**config.mk**
```make
export PLATFORM = sky130hd
export DESIGN_NAME = ras_rom_address_sequencer
export DESIGN_NICKNAME = d
export VERILOG_FILES = /design/src/design/ras_pkg.sv /design/src/design/ras_rom_address_sequencer.sv
export SDC_FILE = /design/constraint.sdc
export NUM_CORES = 1
export LEC_CHECK = 0
export CAP_MARGIN = 0
export CORE_MARGIN = 2
export CORE_UTILIZATION = 55
export CTS_BUF_LIST = sky130_fd_sc_hd__clkbuf_16
export CTS_CLUSTER_DIAMETER = 40
export DETAILED_ROUTE_END_ITERATION = 7
export DONT_BUFFER_PORTS = 1
export PLACE_DENSITY = 0.71
export SLEW_MARGIN = 10
export SYNTH_ARGS = -nofsm -noshare
export SYNTH_HDL_FRONTEND = slang
export SYNTH_SLANG_ARGS = --single-unit
export TNS_END_PERCENT = 20
```
**constraint.sdc**
```tcl
create_clock -name hclk -period 2.6 [get_ports hclk]
set_input_delay 0.52 -clock hclk [delete_from_list [all_inputs] [get_ports hclk]]
set_output_delay 0.52 -clock hclk [all_outputs]
set_load 0.005 [all_outputs]
```
**src/design/ras_pkg.sv**
```systemverilog
// Package for the ROM address sequencer: layout, offsets, reset values, states
package ras_pkg;

   // Program memory geometry
   localparam int RAS_WORD_W = 10;
   localparam int RAS_BANK_W = 1;
   localparam int RAS_PAGE_W = 5;
   localparam int RAS_ADDR_W = 6;
   localparam int RAS_ROM_AW = RAS_BANK_W + RAS_PAGE_W + RAS_ADDR_W;
   localparam int RAS_PAGES = 32;
   localparam int RAS_WORDS_PER_PAGE = 64;
   localparam int RAS_ROM_WORDS = 4096;

   // Subroutine space is bank 0, page 0
   localparam logic [0:0] RAS_SUB_BANK = 1'h0;
   localparam logic [4:0] RAS_SUB_PAGE = 5'h00;

   // Reset values
   localparam logic [0:0] RAS_BANK_RST = 1'h0;
   localparam logic [4:0] RAS_PAGE_RST = 5'h00;
   localparam logic [5:0] RAS_WORD_RST = 6'h3F;

   // Pattern word fields
   localparam int RAS_IO_FLAG_BIT = 9;
   localparam int RAS_ACC_FLAG_BIT = 8;

   // Register byte offsets
   localparam logic [7:0] RAS_OFS_PC = 8'h00;
   localparam logic [7:0] RAS_OFS_ACCB = 8'h04;
   localparam logic [7:0] RAS_OFS_PAT = 8'h08;
   localparam logic [7:0] RAS_OFS_IO = 8'h0C;
   localparam logic [7:0] RAS_OFS_STAT = 8'h10;

   // Field positions in the registers
   localparam int RAS_ACCB_B_LSB = 4;
   localparam int RAS_ACCB_C_BIT = 8;
   localparam int RAS_STAT_BUSY_BIT = 12;
   localparam int RAS_STAT_HALT_BIT = 13;

   typedef struct packed {
      logic [0:0] bank;
      logic [4:0] page;
      logic [5:0] word;
   } ras_pc_t;

   typedef struct packed {
      logic io_flag;
      logic acc_flag;
      logic [3:0] high;
      logic [3:0] low;
   } ras_pat_word_t;

   typedef enum logic [1:0] {
      RAS_IDLE,
      RAS_PAT_ADDR,
      RAS_PAT_LOAD
   } ras_state_t;

endpackage

```
**src/design/ras_rom_address_sequencer.sv**
```systemverilog
// ROM address sequencer: program counter, pattern fetch and AHB-Lite register file
//
// Contract
// RQ1 - Halt input low freezes every piece of core state.
// RQ2 - Halt released resumes from the held state, nothing reinitialised.
// RQ3 - Reset pin high resets the block, alongside the built-in clear.
// RQ4 - Program memory is 10-bit words, two banks of 32 pages of 64.
// RQ5 - Bank 0 page 0 is the subroutine space.
// RQ6 - Counter is a 1-bit bank, 5-bit page and word part.
// RQ7 - Bank and page hold until explicitly loaded.
// RQ8 - Word part steps each cycle as polynomial counter 3F,3E,3D... 1F.
// RQ9 - Word sequence is closed and never carries into page or bank.
// RQ10 - Pattern address: word from A and B low, page ORed with B high, C, p.
// RQ11 - Pattern operand is three bits, top bit picks the bank.
// RQ12 - Pattern bank is current bank OR operand top bit.
// RQ13 - Pattern fetch leaves the counter untouched, then it steps normally.
// RQ14 - A pattern instruction takes exactly two instruction cycles.
// RQ15 - Pattern top bits select loading A/B, io registers two/three, or both.
// RQ16 - Page bits are {p1,p0,C,B3,B2}, word bits are {B1,B0,A}.
`timescale 1ns/1ps

module ras_rom_address_sequencer
   import ras_pkg::*;
(
   // Clock and reset
   input wire logic hclk,
   input wire logic hresetn,
   // AHB-Lite slave
   input wire logic hsel,
   input wire logic [31:0] haddr,
   input wire logic [1:0] htrans,
   input wire logic hwrite,
   input wire logic [2:0] hsize,
   input wire logic [31:0] hwdata,
   input wire logic hready,
   output logic [31:0] hrdata,
   output logic hreadyout,
   output logic hresp,
   // Core control inputs
   input wire logic reset_pin,
   input wire logic built_in_power_on_clear,
   input wire logic halt_request_n,
   // Program ROM
   output logic [ras_pkg::RAS_ROM_AW-1:0] rom_addr,
   input wire logic [ras_pkg::RAS_WORD_W-1:0] rom_data,
   // Observed state
   output ras_pkg::ras_pc_t program_counter,
   output logic in_subroutine_space,
   output logic [3:0] io_register_two,
   output logic [3:0] io_register_three
);
   import ras_pkg::*;

   ras_pc_t pc_reg;
   ras_pc_t pc_next;
   ras_state_t state_reg;
   logic [3:0] acc_reg;
   logic [3:0] b_reg;
   logic carry_reg;
   logic [2:0] operand_reg;
   logic [3:0] io_two_reg;
   logic [3:0] io_three_reg;
   logic [RAS_ROM_AW-1:0] rom_addr_reg;
   logic [RAS_ROM_AW-1:0] rom_addr_next;
   logic sub_space_reg;
   logic [31:0] hrdata_reg;
   logic soft_reset;
   logic run;

   // Data phase bookkeeping
   logic wr_pend_reg;
   logic [7:0] wr_addr_reg;
   logic addr_phase;
   logic [31:0] rd_mux;
   logic wr_pc;
   logic wr_accb;
   logic wr_pat;

   ras_pc_t pat_addr;
   ras_pat_word_t pat_word;
   logic [5:0] word_step;

   assign soft_reset = reset_pin | built_in_power_on_clear; // [RQ3]
   assign run = halt_request_n; // [RQ1]
   assign addr_phase = hsel & htrans[1] & hready;
   assign pat_word = ras_pat_word_t'(rom_data); // [RQ4]

   // Write strobes; core state writes are dropped during halt to keep it frozen
   assign wr_pc = wr_pend_reg & (wr_addr_reg == RAS_OFS_PC) & run; // [RQ1]
   assign wr_accb = wr_pend_reg & (wr_addr_reg == RAS_OFS_ACCB) & run;
   assign wr_pat = wr_pend_reg & (wr_addr_reg == RAS_OFS_PAT) & run
      & (state_reg == RAS_IDLE);

   // Polynomial step: XNOR feedback with all-ones fix-up gives all 64 states
   assign word_step = {pc_reg.word[4:0],
      ~(pc_reg.word[5] ^ pc_reg.word[4]) ^ (&pc_reg.word[4:0])}; // [RQ8] [RQ9]

   // Pattern address; the counter itself is not touched
   // Operand taken from the write data, its latch would be one edge late
   always_comb
   begin
      pat_addr.word = {b_reg[1:0], acc_reg}; // [RQ10] [RQ16]
      pat_addr.page = pc_reg.page
         | {hwdata[1:0], carry_reg, b_reg[3:2]}; // [RQ10] [RQ16]
      pat_addr.bank = pc_reg.bank | hwdata[2]; // [RQ11] [RQ12]
   end

   // Counter next value: bank/page only change on an explicit load
   always_comb
   begin
      pc_next = pc_reg;
      if (wr_pc)
      begin
         pc_next.bank = hwdata[RAS_PAGE_W]; // [RQ6] [RQ7]
         pc_next.page = hwdata[RAS_PAGE_W-1:0]; // [RQ6] [RQ7]
      end
      // First cycle of a pattern does not count; the second one does
      if (state_reg != RAS_PAT_ADDR)
      begin
         pc_next.word = word_step; // [RQ8] [RQ13] [RQ14]
      end
   end

   always_ff @(posedge hclk or negedge hresetn)
   begin
      if (!hresetn)
      begin
         pc_reg <= '{bank: RAS_BANK_RST, page: RAS_PAGE_RST, word: RAS_WORD_RST};
      end
      else if (soft_reset)
      begin
         pc_reg <= '{bank: RAS_BANK_RST, page: RAS_PAGE_RST, word: RAS_WORD_RST};
      end
      else if (run)
      begin
         pc_reg <= pc_next; // [RQ1] [RQ2]
      end
   end

   // Pattern sequencing: address cycle, then load cycle
   always_ff @(posedge hclk or negedge hresetn)
   begin
      if (!hresetn)
      begin
         state_reg <= RAS_IDLE;
      end
      else if (soft_reset)
      begin
         state_reg <= RAS_IDLE;
      end
      else if (run)
      begin
         case (state_reg)
            RAS_IDLE:
            begin
               if (wr_pat)
               begin
                  state_reg <= RAS_PAT_ADDR;
               end
            end
            RAS_PAT_ADDR:
            begin
               state_reg <= RAS_PAT_LOAD; // [RQ14]
            end
            RAS_PAT_LOAD:
            begin
               state_reg <= RAS_IDLE;
            end
            default:
            begin
               state_reg <= RAS_IDLE;
            end
         endcase
      end
   end

   // Operand latched with the pattern command
   always_ff @(posedge hclk or negedge hresetn)
   begin
      if (!hresetn)
      begin
         operand_reg <= 3'h0;
      end
      else if (soft_reset)
      begin
         operand_reg <= 3'h0;
      end
      else if (wr_pat)
      begin
         operand_reg <= hwdata[2:0]; // [RQ11]
      end
   end

   // Accumulator, B and carry: software writes; pattern loads A and B only
   always_ff @(posedge hclk or negedge hresetn)
   begin
      if (!hresetn)
      begin
         acc_reg <= 4'h0;
         b_reg <= 4'h0;
         carry_reg <= 1'b0;
      end
      else if (soft_reset)
      begin
         acc_reg <= 4'h0;
         b_reg <= 4'h0;
         carry_reg <= 1'b0;
      end
      else if (run && state_reg == RAS_PAT_LOAD && pat_word.acc_flag)
      begin
         b_reg <= pat_word.high; // [RQ15]
         acc_reg <= {pat_word.low[0], pat_word.low[1], pat_word.low[2], pat_word.low[3]};
      end
      else if (wr_accb)
      begin
         acc_reg <= hwdata[3:0];
         b_reg <= hwdata[RAS_ACCB_B_LSB +: 4];
         carry_reg <= hwdata[RAS_ACCB_C_BIT];
      end
   end

   // I/O registers two and three, loaded nibble-reversed
   always_ff @(posedge hclk or negedge hresetn)
   begin
      if (!hresetn)
      begin
         io_two_reg <= 4'h0;
         io_three_reg <= 4'h0;
      end
      else if (soft_reset)
      begin
         io_two_reg <= 4'h0;
         io_three_reg <= 4'h0;
      end
      else if (run && state_reg == RAS_PAT_LOAD && pat_word.io_flag)
      begin
         io_two_reg <= {pat_word.high[0], pat_word.high[1], pat_word.high[2],
            pat_word.high[3]}; // [RQ15]
         io_three_reg <= {pat_word.low[0], pat_word.low[1], pat_word.low[2],
            pat_word.low[3]}; // [RQ15]
      end
   end

   // ROM address: pattern address stands both cycles so the load sees its word
   always_comb
   begin
      if (state_reg == RAS_IDLE && wr_pat)
      begin
         rom_addr_next = pat_addr; // [RQ10] [RQ13]
      end
      else if (state_reg == RAS_PAT_ADDR)
      begin
         rom_addr_next = rom_addr_reg; // [RQ14] [RQ15]
      end
      else
      begin
         rom_addr_next = pc_next;
      end
   end

   always_ff @(posedge hclk or negedge hresetn)
   begin
      if (!hresetn)
      begin
         rom_addr_reg <= {RAS_BANK_RST, RAS_PAGE_RST, RAS_WORD_RST};
         sub_space_reg <= 1'b1;
      end
      else if (soft_reset)
      begin
         rom_addr_reg <= {RAS_BANK_RST, RAS_PAGE_RST, RAS_WORD_RST};
         sub_space_reg <= 1'b1;
      end
      else if (run)
      begin
         rom_addr_reg <= rom_addr_next;
         sub_space_reg <= (pc_next.bank == RAS_SUB_BANK)
            && (pc_next.page == RAS_SUB_PAGE); // [RQ5]
      end
   end

   // AHB-Lite slave: zero wait states, always OKAY
   always_comb
   begin
      case (haddr[7:0])
         RAS_OFS_PC: rd_mux = {20'h00000, pc_reg};
         RAS_OFS_ACCB: rd_mux = {23'h00000, carry_reg, b_reg, acc_reg};
         RAS_OFS_PAT: rd_mux = {29'h0000000, operand_reg};
         RAS_OFS_IO: rd_mux = {24'h000000, io_three_reg, io_two_reg};
         RAS_OFS_STAT: rd_mux = {18'h0000, ~run, (state_reg != RAS_IDLE), rom_addr_reg};
         default: rd_mux = 32'h00000000;
      endcase
      if (haddr[31:8] != 24'h000000)
      begin
         rd_mux = 32'h00000000;
      end
   end

   always_ff @(posedge hclk or negedge hresetn)
   begin
      if (!hresetn)
      begin
         wr_pend_reg <= 1'b0;
         wr_addr_reg <= 8'h00;
         hrdata_reg <= 32'h00000000;
      end
      else
      begin
         wr_pend_reg <= addr_phase & hwrite & (haddr[31:8] == 24'h000000);
         if (addr_phase)
         begin
            wr_addr_reg <= haddr[7:0];
            hrdata_reg <= hwrite ? 32'h00000000 : rd_mux;
         end
      end
   end

   assign hrdata = hrdata_reg;
   assign hreadyout = 1'b1;
   assign hresp = 1'b0;
   assign rom_addr = rom_addr_reg;
   assign program_counter = pc_reg;
   assign in_subroutine_space = sub_space_reg;
   assign io_register_two = io_two_reg;
   assign io_register_three = io_three_reg;

endmodule

```
==> impl_metrics.env <==
export IMPL_yosysMostFrequentCell="nand2_1"
export IMPL_nFillCells=567
export IMPL_routed_wirelength_microns=9792
export IMPL_cts_sinks=70
export IMPL_synth_xor_area_share_pct=0
export IMPL_final_util_pct=62.77
export IMPL_grt_pass1_vias=2958
export IMPL_dp_hpwl_microns=6953
export IMPL_dp_cells=467
export IMPL_chipWidth_microns=86.23
export IMPL_yosysUniqueCellTypes=39
export IMPL_worstSkewPairLatency_ns=0.33
export IMPL_vdd_drop_max_v=0.0004120
export IMPL_gr_total_overflow=0
export IMPL_fmax_mhz=461.0
export IMPL_clkTransAtPathRegs_ns=0.06
export IMPL_dpl_cell_area_sq_mm=0.003689
export IMPL_fin_crit_ns=2.169
export IMPL_rsz0062_at_grt="false"
export IMPL_syn2layout_area_growth_pct=9.018
export IMPL_drt_pass1_iter_count=5
export IMPL_io_pins=154
export IMPL_yosysWarnings=0
export IMPL_status="completed"
export IMPL_async_reset_ff_share_pct=100.0
export IMPL_synth_seq_cells=70
export IMPL_design_area_sq_mm=0.004054
export IMPL_synth_area_mux_share_pct=8.917
export IMPL_start_util_pct=57.57
export IMPL_post_synth_top_area_cell="dfrtp_1"
export IMPL_drt_iter0_drc=270
export IMPL_synth_top_flop_cell="dfrtp_1"
export IMPL_routedWlPerCell_microns=20.23
export IMPL_synth_top_family_by_area="simple AND/OR/NAND/NOR gates"
export IMPL_arrival_ns=2.36
export IMPL_core_sq_mm=0.006459
export IMPL_hold_worst_slack_ns=0.03117
export IMPL_synth_edff_count=0
export IMPL_cts_buffers=9
export IMPL_final_nets=489
export IMPL_required_ns=2.79
export IMPL_ys_top_cells_by_count="80 x nand2_1, 57 x dfrtp_1, 29 x a21oi_1"
export IMPL_critical_path_class="register to register"
export IMPL_cts_tree="done"
export IMPL_synth_adder_area_share_pct=0
export IMPL_yosys_area_top_type_share_pct=38.36
export IMPL_fp_row_count=29
export IMPL_cts_root_buffer="clkbuf_16"
export IMPL_die_area_sq_mm=0.007435
export IMPL_p_per_area_mw_per_mm2=667.9
export IMPL_cp_end_kind="register"
export IMPL_place_congestion=0.9167
export IMPL_drv_slew=0
export IMPL_port_buffers=0
export IMPL_postCtsResizedCells=0
export IMPL_synth_simple_area_share_pct=21.43
export IMPL_grt_usage_pct=27.12
export IMPL_tightest_slew_ns=1.079
export IMPL_vias_per_cell=6.300
export IMPL_multi_input_area_sq_mm=0.001757
export IMPL_leakagePower_nw=1.707
export IMPL_maxCapViolCount=0
export IMPL_synth_area_sq_mm=0.003719
export IMPL_finClkSkew_ns=0.005644
export IMPL_routed_via_count=3049
export IMPL_netlist_top_cells_area="dfrtp_1 38%, dfstp_2 9.2%, nand2_1 8.1%"
export IMPL_synth_compound_area_share_pct=14.87
export IMPL_maxSlewHeadroom_pct=28.07
export IMPL_hold_viol=0
export IMPL_tns_ns=0
export IMPL_regArea_sq_mm=0.001768
export IMPL_grt_max_degree=58
export IMPL_cp_start_kind="register"
export IMPL_clockBufferDepth=2
export IMPL_yosysSeqAreaShare_pct=47.54
export IMPL_antenna_found_initial=0
export IMPL_antenna_left=0
export IMPL_die_h_microns=86.23
export IMPL_post_route_period_util_pct=83.43
export IMPL_grt_pass1_wl_microns=15410
export IMPL_htree_levels=3
export IMPL_fin_cells=484
export IMPL_diodes=0
export IMPL_drive_gt1_share_pct=11.79
export IMPL_drc=0
export IMPL_hp_class="primary input to async pin"
export IMPL_synthCells=408
export IMPL_finalSetupViolCount=0
export IMPL_syn_area_per_cell_sq_um=9.114
export IMPL_largest_reg_flops=14
export IMPL_path_max_fanout=8
[report_power, final]
part | internal, mW | total (mW) | switching, mW | leakage, nW
sequential | 1.13 | 1.16 | 0.0360 | 0.915
combinational | 0.0682 | 0.166 | 0.0977 | 0.635
clock | 0.929 | 1.38 | 0.451 | 0.157
total | 2.12 | 2.71 | 0.585 | 1.71
[repair_timing]
action                                  CTS  global route
hold endpoints to repair                 57             0
endpoints found under the setup margin    0             0
hold buffers                              1             0
setup buffers                             0             0
[cell usage in the layout, fill, tap and decap left out, types with 2 or more instances in the layout]
cell / Yosys / routed
nor3_1: 12 / 12
clkbuf_16: 0 / 9
o22ai_1: 5 / 5
a222oi_1: 2 / 2
nand4_1: 3 / 3
mux2_1: 2 / 2
o31ai_1: 4 / 4
nand2_1: 80 / 80
a21oi_1: 29 / 29
nand3_1: 13 / 13
or2_1: 2 / 2
and2_1: 3 / 3
mux2i_1: 23 / 23
dfstp_2: 13 / 13
o21ai_0: 13 / 13
clkinv_1: 0 / 2
mux2_2: 7 / 7
nor2_1: 18 / 18
clkinvlp_4: 0 / 2
bufinv_16: 0 / 3
inv_1: 2 / 2
or4_1: 5 / 5
buf_4: 21 / 8
a31oi_1: 7 / 7
nor2b_1: 9 / 9
a211oi_1: 11 / 11
o21ai_1: 22 / 22
nand2b_1: 3 / 3
nor4_4: 2 / 2
dfrtp_1: 57 / 57
conb_1: 2 / 20
nor4_1: 8 / 8
[cells by family after synthesis]
| kind of cell | after synthesis |
|---|---|
| compound gates | 95 |
| buf+inv | 46 |
| flops | 70 |
| mux | 32 |
| other cells | 2 |
| simple gates | 163 |
[worst max-delay path: stages (launching register included)]
cell	delay (ns)
dfrtp_1	0.37
or4_4	0.59
or4_1	0.54
buf_4	0.25
mux2i_1	0.19
a21oi_1	0.09
[final timing paths]
kind	startpoint	end	slack, ns	cells after the start
hold reg to reg	wr_addr_reg[0]	wr_addr_reg[0]	0.49	1
setup reg to reg	wr_addr_reg[5]	b_reg[1]	0.43	5
hold / removal	hresetn	rom_addr[3]	0.03	0
max in group asynchronous	hresetn	b_reg[0]	2.30	1
min in group hclk	haddr[3]	hrdata[8]	0.29	1
setup / recovery	wr_addr_reg[5]	b_reg[1]	0.43	5
[area by class of cell]
cell class | count | share of cell area [%]
tap | 77 | 2.377
inverter | 2 | 0.1852
sequential | 70 | 43.61
clock buffer | 9 | 5.556
timing repair buffer | 9 | 2.160
clock inverter | 7 | 2.778
multi-input combinational | 310 | 43.33
[per-stage QoR]
step                      power (mW)  setup WS, ns
final                          2.708        0.4309
after floorplan                1.326        0.5228
after detailed placement       1.323        0.3442
after global routing           2.806        0.3748
after global placement         1.318        0.3956
after CTS                      2.726        0.4336
[metal layers]
metal  GRT usage [%]  up-vias  part of all wire, %
met2           41.65      185                   46
met5               0        -                    0
li1                -     1398                    -
met3           9.524       21                   11
met4           8.665        0                  1.6
met1           36.34     1445                   42
Power figures use the tool's default switching activity.
